### src/acc_defs.svh
// constant definitions for the converter control and comparator block
// assumes inclusion by the top module and the testbench only
`ifndef ACC_DEFS_SVH
`define ACC_DEFS_SVH

// ==========================================
// timing
`define ACC_SYS_CLK_HZ 10000000
`define ACC_OSC_HZ 1000000
`define ACC_MOD_DIV 4
`define ACC_MOD_HZ 250000

// ==========================================
// register byte offsets
`define ACC_OFS_CONFIG 12'h000
`define ACC_OFS_RESULT 12'h004
`define ACC_OFS_UPPER 12'h008
`define ACC_OFS_LOWER 12'h00C
`define ACC_OFS_STATUS 12'h010
`define ACC_OFS_CLEAR 12'h014
`define ACC_OFS_ENABLE 12'h018

// ==========================================
// config field positions
`define ACC_CFG_MUX_LSB 0
`define ACC_CFG_GAIN_LSB 3
`define ACC_CFG_RATE_LSB 6
`define ACC_CFG_WIN_BIT 9
`define ACC_CFG_POL_BIT 10
`define ACC_CFG_LAT_BIT 11
`define ACC_CFG_QUE_LSB 12

// ==========================================
// reset values
`define ACC_RST_CONFIG 14'h3110
`define ACC_RST_UPPER 16'h7FFF
`define ACC_RST_LOWER 16'h8000
`define ACC_QUE_OFF 2'h3
`define ACC_FIXED_GAIN 3'h2

// ==========================================
// status bits
`define ACC_ST_DONE 0
`define ACC_ST_ALERT 1
`define ACC_ST_W 2

`endif

### src/acc_pkg.sv
// types shared by the converter control and comparator block
// assumes acc_defs.svh is on the include path
package acc_pkg;
  typedef struct packed {
    logic [1:0] cmp_queue_cnt;
    logic cmp_latch_en;
    logic cmp_polarity;
    logic cmp_window_sel;
    logic [2:0] rate_select;
    logic [2:0] gain_range_sel;
    logic [2:0] input_select;
  } acc_config_t;

  typedef struct packed {
    logic [1:0] pos_sel;
    logic [1:0] neg_sel;
    logic neg_to_gnd;
  } acc_route_t;
endpackage

### src/acc_top.sv
// converter control: apb registers, mux routing, range, rate timing and alert comparator
// assumes a 10 MHz clock, synchronous inputs, results arriving as one-cycle strobes
//
// Local design decisions: the register addresses and the APB slave port.
`timescale 1ns/1ps
`include "acc_defs.svh"

// Notes on behaviour
// - input_select routes four single-ended, two differential, and inputs 0,1 against 3.
// - single-ended selections switch the negative converter input to ground.
// - modulator clock is the 1 MHz oscillator divided by four, 250 kHz.
// - gain_range_sel picks full-scale range from 6.144 V down to 0.256 V.
// - code step weight is full-scale range divided by two to the fifteenth.
// - rate_select chooses 8, 16, 32, 64, 128, 250, 475 or 860 samples per second.
// - conversion time equals one output period, the reciprocal of data rate.
// - runs only from internal oscillator; data rate scales with its frequency.
// - cmp_window_sel chooses traditional or window comparator behaviour.
// - traditional: assert above upper limit, release only below lower limit.
// - window: assert while result is above upper or below lower limit.
// - alert active low by default; cmp_polarity makes it active high.
// - latched alert holds until alert response or conversion result read.
// - cmp_queue_cnt demands one, two or four successive beyond-limit results.
// - a disable setting turns comparator off and holds alert pin high.
// - queue code 11b is disable; other codes keep the alert enabled.
// - alert pin is open drain: drives low only, otherwise released.
module acc_top #(
  parameter bit HAS_GAIN_AMP = 1'b1,
  parameter int OSC_DIV = `ACC_SYS_CLK_HZ / `ACC_OSC_HZ
) (
  input wire logic sys_clk_i,
  input wire logic rst_i,
  input wire logic psel_i,
  input wire logic penable_i,
  input wire logic pwrite_i,
  input wire logic [11:0] paddr_i,
  input wire logic [31:0] pwdata_i,
  output logic [31:0] prdata_o,
  output logic pready_o,
  output logic pslverr_o,
  input wire logic result_valid_i,
  input wire logic [15:0] result_data_i,
  input wire logic alert_response_i,
  output acc_pkg::acc_route_t route_o,
  output logic [2:0] fsr_code_o,
  output logic [27:0] lsb_weight_pv_o,
  output logic mod_tick_o,
  output logic conv_start_o,
  output logic alert_ready_pin_o,
  output logic alert_ready_pin_oe_o,
  output logic irq_o
);

  // ==========================================
  // helper functions
  function automatic logic [14:0] period_ticks(input logic [2:0] rate);
    int sps;
    case (rate)
      3'h0: sps = 8;
      3'h1: sps = 16;
      3'h2: sps = 32;
      3'h3: sps = 64;
      3'h4: sps = 128;
      3'h5: sps = 250;
      3'h6: sps = 475;
      default: sps = 860;
    endcase
    return 15'(`ACC_MOD_HZ / sps);
  endfunction

  function automatic logic [2:0] eff_gain(input logic [2:0] sel);
    return HAS_GAIN_AMP ? sel : `ACC_FIXED_GAIN;
  endfunction

  // weight in picovolts; codes above the narrowest range repeat it
  function automatic logic [27:0] lsb_pv(input logic [2:0] g);
    logic [27:0] w;
    w = 28'h0773594;
    case (g)
      3'h0: w = 28'hB2D05E0;
      3'h1: w = 28'h7735940;
      3'h2: w = 28'h3B9ACA0;
      3'h3: w = 28'h1DCD650;
      3'h4: w = 28'h0EE6B28;
      default: w = 28'h0773594;
    endcase
    return w;
  endfunction

  function automatic acc_pkg::acc_route_t route_of(input logic [2:0] sel);
    acc_pkg::acc_route_t r;
    r = '0;
    case (sel)
      3'h0: begin
        r.pos_sel = 2'h0;
        r.neg_sel = 2'h1;
        r.neg_to_gnd = 1'b0;
      end
      3'h1: begin
        r.pos_sel = 2'h0;
        r.neg_sel = 2'h3;
        r.neg_to_gnd = 1'b0;
      end
      3'h2: begin
        r.pos_sel = 2'h1;
        r.neg_sel = 2'h3;
        r.neg_to_gnd = 1'b0;
      end
      3'h3: begin
        r.pos_sel = 2'h2;
        r.neg_sel = 2'h3;
        r.neg_to_gnd = 1'b0;
      end
      default: begin
        r.pos_sel = sel[1:0];
        r.neg_sel = 2'h0;
        r.neg_to_gnd = 1'b1;
      end
    endcase
    return r;
  endfunction

  // ==========================================
  // registers
  acc_pkg::acc_config_t cfg;
  logic [15:0] upper_limit_reg;
  logic [15:0] lower_limit_reg;
  logic [15:0] result_reg;
  logic [`ACC_ST_W-1:0] status;
  logic [`ACC_ST_W-1:0] irq_en;
  logic [31:0] next_rdata;
  logic addr_ok;
  logic access;
  logic done_wr;
  logic done_rd;

  assign access = psel_i && penable_i;
  assign done_wr = access && pready_o && pwrite_i && !pslverr_o;
  assign done_rd = access && pready_o && !pwrite_i && !pslverr_o;

  always_comb begin
    addr_ok = 1'b1;
    next_rdata = 32'h0000_0000;
    case (paddr_i)
      `ACC_OFS_CONFIG: next_rdata = {18'h0, cfg};
      `ACC_OFS_RESULT: next_rdata = {16'h0, result_reg};
      `ACC_OFS_UPPER: next_rdata = {16'h0, upper_limit_reg};
      `ACC_OFS_LOWER: next_rdata = {16'h0, lower_limit_reg};
      `ACC_OFS_STATUS: next_rdata = {30'h0, status};
      `ACC_OFS_CLEAR: next_rdata = 32'h0000_0000;
      `ACC_OFS_ENABLE: next_rdata = {30'h0, irq_en};
      default: addr_ok = 1'b0;
    endcase
  end

  // one wait state: pready rises in the second access cycle
  always_ff @(posedge sys_clk_i) begin
    if (rst_i) begin
      pready_o <= 1'b0;
      pslverr_o <= 1'b0;
      prdata_o <= 32'h0000_0000;
    end else if (access && !pready_o) begin
      pready_o <= 1'b1;
      pslverr_o <= !addr_ok;
      prdata_o <= (pwrite_i || !addr_ok) ? 32'h0000_0000 : next_rdata;
    end else begin
      pready_o <= 1'b0;
      pslverr_o <= 1'b0;
    end
  end

  always_ff @(posedge sys_clk_i) begin
    if (rst_i) begin
      cfg <= `ACC_RST_CONFIG;
      upper_limit_reg <= `ACC_RST_UPPER;
      lower_limit_reg <= `ACC_RST_LOWER;
      irq_en <= 2'h0;
    end else if (done_wr) begin
      case (paddr_i)
        `ACC_OFS_CONFIG: cfg <= pwdata_i[13:0];
        `ACC_OFS_UPPER: upper_limit_reg <= pwdata_i[15:0];
        `ACC_OFS_LOWER: lower_limit_reg <= pwdata_i[15:0];
        `ACC_OFS_ENABLE: irq_en <= pwdata_i[`ACC_ST_W-1:0];
        default: irq_en <= irq_en;
      endcase
    end
  end

  // ==========================================
  // oscillator and modulator clock enables
  logic [7:0] osc_cnt;
  logic osc_tick;
  logic [1:0] mod_cnt;

  always_ff @(posedge sys_clk_i) begin
    if (rst_i) begin
      osc_cnt <= 8'h00;
      osc_tick <= 1'b0;
    end else begin
      osc_tick <= (osc_cnt == 8'(OSC_DIV - 1));
      osc_cnt <= (osc_cnt == 8'(OSC_DIV - 1)) ? 8'h00 : osc_cnt + 8'h01;
    end
  end

  always_ff @(posedge sys_clk_i) begin
    if (rst_i) begin
      mod_cnt <= 2'h0;
      mod_tick_o <= 1'b0;
    end else begin
      mod_tick_o <= osc_tick && (mod_cnt == 2'(`ACC_MOD_DIV - 1));
      if (osc_tick) begin
        mod_cnt <= mod_cnt + 2'h1;
      end
    end
  end

  // ==========================================
  // conversion timing: rate_select takes effect at the next period start
  logic [14:0] conv_cnt;
  logic [14:0] conv_len;

  always_ff @(posedge sys_clk_i) begin
    if (rst_i) begin
      conv_cnt <= 15'h0000;
      conv_len <= period_ticks(3'h4);
      conv_start_o <= 1'b0;
    end else begin
      conv_start_o <= 1'b0;
      if (mod_tick_o) begin
        if (conv_cnt + 15'h0001 >= conv_len) begin
          conv_cnt <= 15'h0000;
          conv_len <= period_ticks(cfg.rate_select);
          conv_start_o <= 1'b1;
        end else begin
          conv_cnt <= conv_cnt + 15'h0001;
        end
      end
    end
  end

  // ==========================================
  // routing and range outputs
  always_ff @(posedge sys_clk_i) begin
    if (rst_i) begin
      route_o <= route_of(3'h0);
    end else begin
      route_o <= route_of(cfg.input_select);
    end
  end

  always_ff @(posedge sys_clk_i) begin
    if (rst_i) begin
      fsr_code_o <= `ACC_FIXED_GAIN;
    end else begin
      fsr_code_o <= eff_gain(cfg.gain_range_sel);
    end
  end

  always_ff @(posedge sys_clk_i) begin
    if (rst_i) begin
      lsb_weight_pv_o <= lsb_pv(`ACC_FIXED_GAIN);
    end else begin
      lsb_weight_pv_o <= lsb_pv(eff_gain(cfg.gain_range_sel));
    end
  end

  always_ff @(posedge sys_clk_i) begin
    if (rst_i) begin
      result_reg <= 16'h0000;
    end else if (result_valid_i) begin
      result_reg <= result_data_i;
    end
  end

  // ==========================================
  // comparator
  logic above;
  logic below;
  logic beyond;
  logic [2:0] queue_cnt;
  logic [2:0] queue_need;
  logic alert_act;
  logic next_alert;
  logic cmp_off;
  logic rd_result;
  logic alert_set;

  assign above = $signed(result_data_i) > $signed(upper_limit_reg);
  assign below = $signed(result_data_i) < $signed(lower_limit_reg);
  assign beyond = cfg.cmp_window_sel ? (above || below) : above;
  assign cmp_off = (cfg.cmp_queue_cnt == `ACC_QUE_OFF);
  assign queue_need = 3'h1 << cfg.cmp_queue_cnt;
  assign rd_result = done_rd && (paddr_i == `ACC_OFS_RESULT);

  always_ff @(posedge sys_clk_i) begin
    if (rst_i || cmp_off) begin
      queue_cnt <= 3'h0;
    end else if (result_valid_i) begin
      if (!beyond) begin
        queue_cnt <= 3'h0;
      end else if (queue_cnt < queue_need) begin
        queue_cnt <= queue_cnt + 3'h1;
      end
    end
  end

  // queue need wraps to zero at the disable code, so gate on cmp_off
  assign alert_set = !cmp_off && result_valid_i && beyond && (queue_cnt + 3'h1 >= queue_need);

  always_comb begin
    next_alert = alert_act;
    if (cfg.cmp_latch_en) begin
      if (rd_result || alert_response_i) begin
        next_alert = 1'b0;
      end
    end else if (result_valid_i) begin
      if (cfg.cmp_window_sel) begin
        next_alert = next_alert && beyond;
      end else if (below) begin
        next_alert = 1'b0;
      end
    end
    if (alert_set) begin
      next_alert = 1'b1;
    end
  end

  always_ff @(posedge sys_clk_i) begin
    if (rst_i || cmp_off) begin
      alert_act <= 1'b0;
    end else begin
      alert_act <= next_alert;
    end
  end

  // open drain pin: level is always low, only the enable moves
  always_ff @(posedge sys_clk_i) begin
    if (rst_i) begin
      alert_ready_pin_o <= 1'b0;
    end else begin
      alert_ready_pin_o <= 1'b0;
    end
  end

  always_ff @(posedge sys_clk_i) begin
    if (rst_i) begin
      alert_ready_pin_oe_o <= 1'b0;
    end else if (cmp_off) begin
      alert_ready_pin_oe_o <= 1'b0;
    end else begin
      alert_ready_pin_oe_o <= cfg.cmp_polarity ? !next_alert : next_alert;
    end
  end

  // ==========================================
  // interrupts: sticky status, write one to clear, set wins
  logic [`ACC_ST_W-1:0] ev;
  logic [`ACC_ST_W-1:0] clr;
  logic [`ACC_ST_W-1:0] next_status;

  assign ev = {next_alert && !alert_act, result_valid_i};
  assign clr = (done_wr && paddr_i == `ACC_OFS_CLEAR) ? pwdata_i[`ACC_ST_W-1:0] : 2'h0;
  assign next_status = (status & ~clr) | ev;

  always_ff @(posedge sys_clk_i) begin
    if (rst_i) begin
      status <= 2'h0;
    end else begin
      status <= next_status;
    end
  end

  // irq follows the status it will hold, so it rises with the event
  always_ff @(posedge sys_clk_i) begin
    if (rst_i) begin
      irq_o <= 1'b0;
    end else begin
      irq_o <= |(next_status & irq_en);
    end
  end

endmodule  // acc_top

### config.mk
export PLATFORM = sky130hd
export DESIGN_NAME = acc_top
export DESIGN_NICKNAME = d
export VERILOG_FILES = /design/src/acc_pkg.sv /design/src/acc_top.sv
export VERILOG_INCLUDE_DIRS = /design/src
export SDC_FILE = /design/constraint.sdc
export NUM_CORES = 1
export LEC_CHECK = 0
export ABC_AREA = 1
export BUFFER_PORTS_ARGS = -buffer_cell sky130_fd_sc_hd__buf_4
export CORE_UTILIZATION = 40
export DETAILED_ROUTE_END_ITERATION = 8
export PLACE_DENSITY_LB_ADDON = 0.3
export SLEW_MARGIN = 20
export SYNTH_ARGS = -nofsm -noshare
export SYNTH_HDL_FRONTEND = slang
export SYNTH_SLANG_ARGS = --single-unit
### constraint.sdc
create_clock -name sys_clk_i -period 106.8 [get_ports sys_clk_i]
set_input_delay 16.02 -clock sys_clk_i [delete_from_list [all_inputs] [get_ports sys_clk_i]]
set_output_delay 16.02 -clock sys_clk_i [all_outputs]
set_load 0.05 [all_outputs]
# Word-level counts from Yosys, hierarchy flattened
# Index checks and enable logic that the tools add are counted.
[word_totals]
ff_bits = 185
out_inout_bits = 75
[op_classes]
addsub = 4
div = 1
order_cmp = 5
eq_ne = 23
shift = 1
n_mux = 23
bitwise = 6
reduce_logical = 42
[ops]
columns = ["operator", "count"]
rows = [
  ["case mux 28 bit (5 select lines)", 1],
  ["two-way mux 32 bit", 4],
  ["case mux 16 bit (6 select lines)", 1],
  ["case mux 10 bit (7 select lines)", 1],
  ["== test 12 x 5 -> 1 bit (second input constant)", 3],
  ["divider 19 x 32 -> 32 bit (first input constant)", 1],
  ["== test 12 x 4 -> 1 bit (second input constant)", 2],
  ["case mux 5 bit (4 select lines)", 1],
  ["== test 3 x 2 -> 1 bit (second input constant)", 6],
  ["> comparator 16 bit", 1],
  ["less-than comparator 16 bit", 1],
  ["adder 15 x 1 -> 15 bit (second input constant)", 1],
  [">= comparator 15 bit", 1],
  ["logical AND 1 bit", 15],
  ["two-way mux 15 bit", 1],
  ["== test 12 x 3 -> 1 bit (second input constant)", 1],
  ["== test 3 bit (second input constant)", 4],
  ["zero test 12 bit", 1],
  ["AND reduction 2 bit", 6],
  ["two-way mux 1 bit", 11],
  ["OR reduction 2 bit", 5],
  ["== test 3 x 1 -> 1 bit (second input constant)", 3],
  ["zero test 3 bit", 3],
  ["adder 8 x 1 -> 8 bit (second input constant)", 1],
  ["other kinds (17)", 30],
]

# Logic depth before layout (Yosys ltp)
# Gate-level depths: netlist of the first run.
[logic_depth]
word_depth = 13
mapped_depth = 358

# Worst setup path before layout of the first run
# No wires, ideal clock.
[synth_path]
path_kind = "register -> register"
start = "register cfg[8] (netlist name)"
end = "register conv_len[0]"
setup_ns = 0.109
t_arrival_ns = 43.181
slack_ns = 63.511
path_stages_with_launch = 331
cell_sequence = "dfxtp_1 buf_6 clkinv_2 buf_6 nor2_1 inv_1 ha_1 nand2_1 clkinv_1 nand4_1 nand2_1 nand3_1 inv_1 ha_1 inv_1 a21oi_1 o21ai_1 nand2_2 [... 295 more ...] nor2_1 nand2_1 nor2_4 nand3_4 clkinv_2 buf_6 nand3_1 o21ai_0 ha_1 or2_2 nor2_1 nand3_1 nor2_2 nand2_1 nor2_1 nand3_1 nand2_1 inv_1"
[synth_via]
elab_chain_cells = 6
[synth_lines]
columns = ["item", "line", "rtl"]
rows = [
  ["from (decl)", "acc_top.sv:124", "acc_pkg::acc_config_t cfg;"],
  ["from (signal assigned)", "acc_top.sv:173", "cfg <= `ACC_RST_CONFIG;"],
  ["from (signal assigned)", "acc_top.sv:179", "`ACC_OFS_CONFIG: cfg <= pwdata_i[13:0];"],
  ["== test 3 bit, or another cell as far along", "acc_top.sv:57", "case (rate)"],
  ["case mux 10 bit (7 select lines) (*)", "acc_top.sv:57", ""],
  ["two-way mux 32 bit (*)", "acc_top.sv:229", "if (conv_cnt + 15'h0001 >= conv_len) begin"],
  ["two-way mux 32 bit (*)", "acc_top.sv:228", "if (mod_tick_o) begin"],
  ["two-way mux 32 bit (*)", "acc_top.sv:222", "if (rst_i) begin"],
  ["divider 19 x 32 -> 32 bit (no source line) (*)", "-", ""],
  ["to (signal assigned)", "acc_top.sv:224", "conv_len <= period_ticks(3'h4);"],
  ["to (signal assigned)", "acc_top.sv:231", "conv_len <= period_ticks(cfg.rate_select);"],
  ["to (decl)", "acc_top.sv:219", "logic [14:0] conv_len;"],
]
# Mark *: on every way between the ends. The rest lies on a longest branch, timed or not. The select of a mux whose other input is x is not followed.
# A chain may end at the register's enable or synchronous reset.

# Worst setup path after layout of the first run
# Ends and elaborated chain as after synthesis.

==> results.toml, run 1 <==
[finish]
most_common_cell_after_layout_fill_and_taps_aside = "sky130_fd_sc_hd__nand2_1"
number_of_flip_flops_in_the_largest_register = 26
layout_common_cells = "1298 x sky130_fd_sc_hd__nand2_1, 737 x sky130_fd_sc_hd__inv_1, 486 x sky130_fd_sc_hd__nor2_1"
area.growth.synth_to_final_pct = 4.53
most_flop_heavy_register = "lsb_weight_pv_o"
fraction_of_final_layout_cells_sized_beyond_drive_strength_1 = 0.181
nets = 5818
filler_cell_count = 9079

[cts]
clk_pin_slew_worst_paths_ns = 0.07
cts.sinks = 167
postCtsSetupRepairBufs = 0
postCtsHoldBufs = 0
cts.repair.resized = 0
clkLatencyLatePin_ns = 0.44
cts_root_buf = "sky130_fd_sc_hd__clkbuf_16"
cts-buffers-inserted = 17
tritoncts = "done"
htreeDepth = 4
cts-root-to-sink-buffers = 2

[place]
dp.final_hpwl_um = 84300
buffers_added_on_ports = 106
gp_routability_congestion = 0.960

[yosys]
ys.flop_type = "sky130_fd_sc_hd__dfxtp_1"
yosysWarningCount = 0
seq_area_frac_synth = 0.0992
syn_inst = 5501
syn-cell-area_sq_um = 33700
asyncSetResetFlopFracSynth = 0
synth_cell_types = 84
count_of_flip_flops_with_a_built_in_enable_after_synthesis = 0
register_bit_count_reported_by_yosys = 167
syn_area_per_cell_sq_um = 6.12

[critical_path]
timing.critical_path.to_type = "flip-flop"
setup.worst_path.start_class = "flip-flop"
critical_path_arrival_ns = 55.01
critPathMaxFanout = 40
critical-path-max-stage-delay_ns = 0.82
crit_top_cell = "sky130_fd_sc_hd__nand2_1"
slowest_stage = "sky130_fd_sc_hd__dfxtp_1"
timing_worst_setup_path_type = "reg2reg"
worst-endpoint-required_ns = 107.14

[power]
leakagePower_uw = 0.0175
max-vdd-ir-drop_v = 0.0000115
power.density_nw_per_um2 = 18.6
design_power_total_uw = 654

[die]
die_footprint_sq_um = 85400
placementRows = 106
floorplan.die.width_um = 292
design.portCount = 142
placeable_core_region_sq_um = 83600
initial_core_util = 0.403
fp.dieH_um = 292

[status]
run_status = "finished clean"

[detailed_routing]
top_layer = "met4"
route.detailed.vias_per_inst = 5.33
route.met3.wl_um = 4880
drt_iter0_drcs = 2735
route.detailed.wl_per_inst_um = 16.2
wl_met1_um = 49600
postRouteWirelength_um = 107000
wl_met2_um = 50400
drc = 0
drtAntennaViolNets = 0
vias = 35300
detailedRoute.firstPassIterationCount = 6

[timing]
setup_tns_ns = 0
report.final.slew_viol_count = 0
achievable-frequency_mhz = 18.3
final_min_period_over_clock_period = 0.512
finalWorstPathRequiredPeriod_ns = 54.67
skew_ns = 0.0148
relSlewSlack = 0.332
transition_time_at_the_pin_with_the_least_slew_margin_ns = 1.00
final-setup-viol-count = 0
unrepaired_setup_endpoints_after_global_routing = "no"
final-hold-violation-count = 0

[min_path]
worst_hold_path_type = "reg2reg"

[run]
maxCapViolCount = 0

[global_route]
antenna_found_initial = 1
grt_max_degree = 74
grt_first_pass_wirelength_um = 170000
gr-total-overflow = 0
first_global_vias = 32400
global_route.usage.total = 0.243
-- metal layers --
layer  track usage  up-vias
li1              -    18000
met4        0.0556        0
met2         0.422      920
met5             0        -
met1         0.326    16300
met3        0.0145      127
-- area by class of cell --
cell class              count  area, sq um  share of cell area
multi-input cells        4352        25600               0.726
clock buffers              18          439              0.0125
clock inverters            14          196             0.00558
diodes                      1         2.50           0.0000711
flip-flops and latches    167         3340              0.0949
well taps                1080         1350              0.0384
inverters                 851         3320              0.0942
repair buffers            135         1010              0.0288
-- kinds of logic after synthesis --
kind of cell    Yosys count  synth area share
simple gates           3238             0.507
other cells               1          0.000111
flops                   167            0.0992
fa+ha+maj               227            0.0843
buf+inv                1007             0.146
compound gates          714             0.124
xor+xnor                147            0.0392
-- synthesized netlist by cell type, types with 105 or more instances --
| library cell | instances | area share |
|---|---|---|
| sky130_fd_sc_hd__a21oi_1 | 242 | 0.036 |
| sky130_fd_sc_hd__dfxtp_1 | 167 | 0.099 |
| sky130_fd_sc_hd__ha_1 | 227 | 0.084 |
| sky130_fd_sc_hd__inv_1 | 741 | 0.083 |
| sky130_fd_sc_hd__nand2_1 | 1298 | 0.14 |
| sky130_fd_sc_hd__nand2_2 | 229 | 0.043 |
| sky130_fd_sc_hd__nand3_1 | 463 | 0.069 |
| sky130_fd_sc_hd__nand3_2 | 146 | 0.043 |
| sky130_fd_sc_hd__nand4_1 | 167 | 0.031 |
| sky130_fd_sc_hd__nor2_1 | 489 | 0.054 |
| sky130_fd_sc_hd__o21ai_0 | 226 | 0.034 |
| sky130_fd_sc_hd__xor2_1 | 105 | 0.027 |
-- per-stage QoR --
| stage | std cells | instance area (sq um) | utilization | hold slack, ns | worst slack (ns) |
|---|---|---|---|---|---|
| after detailed placement | 6585 | 34600 | 0.414 | 0.449 | 52.98 |
| after global placement | 6585 | 34600 | 0.414 | 0.443 | 53.25 |
| after CTS | 6617 | 35200 | 0.421 | 0.459 | 52.80 |
| final | 6618 | 35200 | 0.421 | 0.456 | 52.13 |
| after floorplan | 5526 | 33800 | - | 0.426 | 63.51 |
| after global routing | 6618 | 35200 | 0.421 | 0.469 | 47.03 |
-- report_power, final --
part | internal [uW] | switching (uW) | leakage [uW] | total (uW)
combinational | 148 | 377 | 0.0159 | 524
clock | 39.9 | 26.9 | 0.000303 | 66.9
sequential | 62.8 | 0.241 | 0.00135 | 63.1
total | 251 | 404 | 0.0175 | 654
-- path summary, 6_finish.rpt --
check | startpoint | to | slack (ns) | cells past startpoint
worst min register to register | result_reg[7] | result_reg[7] | 0.46 | 2
worst max-delay path | cfg[8] | conv_len[0] | 52.13 | 302
worst min-delay path | result_reg[7] | result_reg[7] | 0.46 | 2
worst max register to register | cfg[8] | conv_len[0] | 52.13 | 302
-- worst max-delay path: cells and delay by family (launching register included) --
family                   cells  cell delay [ns]
flip-flops                   1             0.82
AND/OR/NAND/NOR            154            23.34
buffers and inverters       49             6.35
adder cells (fa/ha/maj)     30             9.63
AO/OA/AOI/OAI               69            14.24
No activity file was read; power rests on OpenSTA's default activity.
==> run 2, diff against run 1 <==
- clock period: 106.8 -> 47 ns (I/O delays scaled with it)
==> run 2 against run 1 <==
Compared with the run above: combinational power is 130% higher; core utilization is 1.5 points higher; cell area is 3.6% higher; critical path depth is 16 higher; first-iteration DRC count is 3.3% lower; worst setup slack worse by 49 ns; routed wire length is 1.8% higher; clock skew is 0.0062 ns lower; non-clock buffer count is 121 higher; flip-flop and latch count stayed put; clock-buffer cell count is 1 higher.
==> results.toml, run 2 (synthesis gave the netlist of run 1 again) <==
[critical_path]
timing_worst_setup_path_type = "reg2reg"
slowest_stage = "sky130_fd_sc_hd__dfxtp_2"
critical_path_arrival_ns = 44.20
setup.worst_path.start_class = "flip-flop"
critPathMaxFanout = 14
timing.critical_path.to_type = "flip-flop"
crit_top_cell = "sky130_fd_sc_hd__nand2_1"
worst-endpoint-required_ns = 47.33
critical-path-max-stage-delay_ns = 0.52

[power]
net_sw_power_uw = 929
power.density_nw_per_um2 = 41.1
max-vdd-ir-drop_v = 0.0000236
power_report.internal_total_uw = 572
p_comb_frac = 0.810
p_clk_frac = 0.095
switching_share = 0.619
leakagePower_uw = 0.0182
power_frac_seq = 0.095

[detailed_routing]
drt_iter0_drcs = 2646
detailedRoute.firstPassIterationCount = 7
route.detailed.vias_per_inst = 5.31
drc = 0
vias = 35800
postRouteWirelength_um = 109000
route.detailed.wl_per_inst_um = 16.2
drtAntennaViolNets = 0

[global_route]
global_route.usage.total = 0.248
first_global_vias = 33000
grt_first_pass_wirelength_um = 174000
gr-total-overflow = 0
antenna_found_initial = 2
grt_max_degree = 73

[place]
dp.final_hpwl_um = 85300
gp_routability_congestion = 0.965
buffers_added_on_ports = 106
postPlaceCellArea_sq_um = 35200

[timing]
final_min_period_over_clock_period = 0.933
relSlewSlack = 0.337
setup_tns_ns = 0
final-hold-violation-count = 0
achievable-frequency_mhz = 22.8
worst_hold_margin_ns = 0.457
skew_ns = 0.00855
transition_time_at_the_pin_with_the_least_slew_margin_ns = 0.991
report.final.slew_viol_count = 0
final-setup-viol-count = 0
finalWorstPathRequiredPeriod_ns = 43.87

[cts]
clk_pin_slew_worst_paths_ns = 0.06
cts.sinks = 167
clkLatencyLatePin_ns = 0.44
tritoncts = "done"
postCtsHoldBufs = 0
cts_root_buf = "sky130_fd_sc_hd__clkbuf_16"
cts-root-to-sink-buffers = 2
cts-buffers-inserted = 17
htreeDepth = 4

[finish]
fraction_of_final_layout_cells_sized_beyond_drive_strength_1 = 0.211
final_design_area_no_fill_sq_um = 36500
layout_common_cells = "1292 x sky130_fd_sc_hd__nand2_1, 736 x sky130_fd_sc_hd__inv_1, 472 x sky130_fd_sc_hd__nor2_1"
most_flop_heavy_register = "lsb_weight_pv_o"
number_of_flip_flops_in_the_largest_register = 26
nets = 5943
finish.utilization = 0.437
most_common_cell_after_layout_fill_and_taps_aside = "sky130_fd_sc_hd__nand2_1"
area.growth.synth_to_final_pct = 8.30
filler_cell_count = 8990

[die]
design.portCount = 142
fp.dieH_um = 292
die_footprint_sq_um = 85400
initial_core_util = 0.403
floorplan.die.width_um = 292
placementRows = 106
placeable_core_region_sq_um = 83600

[status]
run_status = "finished clean"

[run]
maxCapViolCount = 0

[min_path]
worst_hold_path_type = "reg2reg"
-- run 2: power groups by stage --
stage / logic [uW] / registers (uW) / clock network, uW
finish: 1220 / 143 / 142
CTS: 1200 / 143 / 144
global route: 1350 / 143 / 150
global placement: 1190 / 146 / 0
floorplan: 919 / 147 / 0
detailed placement: 1200 / 147 / 0
-- run 2: per-stage QoR --
| stage | setup WS [ns] | total power (uW) | instances |
|---|---|---|---|
| floorplan | 3.71 | 1070 | 5526 |
| global placement | 0.772 | 1330 | 6663 |
| detailed placement | 0.442 | 1340 | 6663 |
| CTS | 0.250 | 1490 | 6695 |
| global route | -0.208 | 1650 | 6744 |
| finish | 3.13 | 1500 | 6744 |
-- run 2: what timing repair did --
item / 4_1_cts / 5_1_grt
setup buffers: 0 / 43
hold endpoints to repair: 0 / 0
endpoints found under the setup margin: 0 / 3
gates resized for setup: 0 / 123
-- run 2: final timing paths --
check,from,slack (ns),depth (start not counted),end
setup / recovery,cfg[8],3.13,318,conv_len[0]
hold reg to reg,result_reg[8],0.46,2,result_reg[8]
hold / removal,result_reg[8],0.46,2,result_reg[8]
setup reg to reg,cfg[8],3.13,318,conv_len[0]
-- run 2: critical path: cells and delay by family (launching register included) --
| kind | cells | cell delay [ns] |
|---|---|---|
| DFF | 1 | 0.52 |
| and+or+nand+nor | 164 | 18.34 |
| buffers and inverters | 60 | 6.11 |
| AOI/OAI and AO/OA | 64 | 9.56 |
| adders and majority gates | 30 | 9.17 |
-- run 2: per-layer routing --
layer  share of wire  vias to the layer above  GRT usage
li1                -                    18200          -
met1            0.46                    16400      0.332
met2            0.46                      992      0.419
met3           0.046                      226     0.0175
met4           0.034                        0     0.0796
met5               0                        -          0
-- run 2: final cells by class --
type                            instances  area [sq um]  area share
Multi-Input combinational cell       4356         25900       0.711
Sequential cell                       167          3340      0.0917
Antenna cell                            2          5.00    0.000137
Clock inverter                         13           156     0.00429
Clock buffer                           19           433      0.0119
Timing Repair Buffer                  256          1930      0.0528
Tap cell                             1080          1350      0.0370
Inverter                              851          3340      0.0914
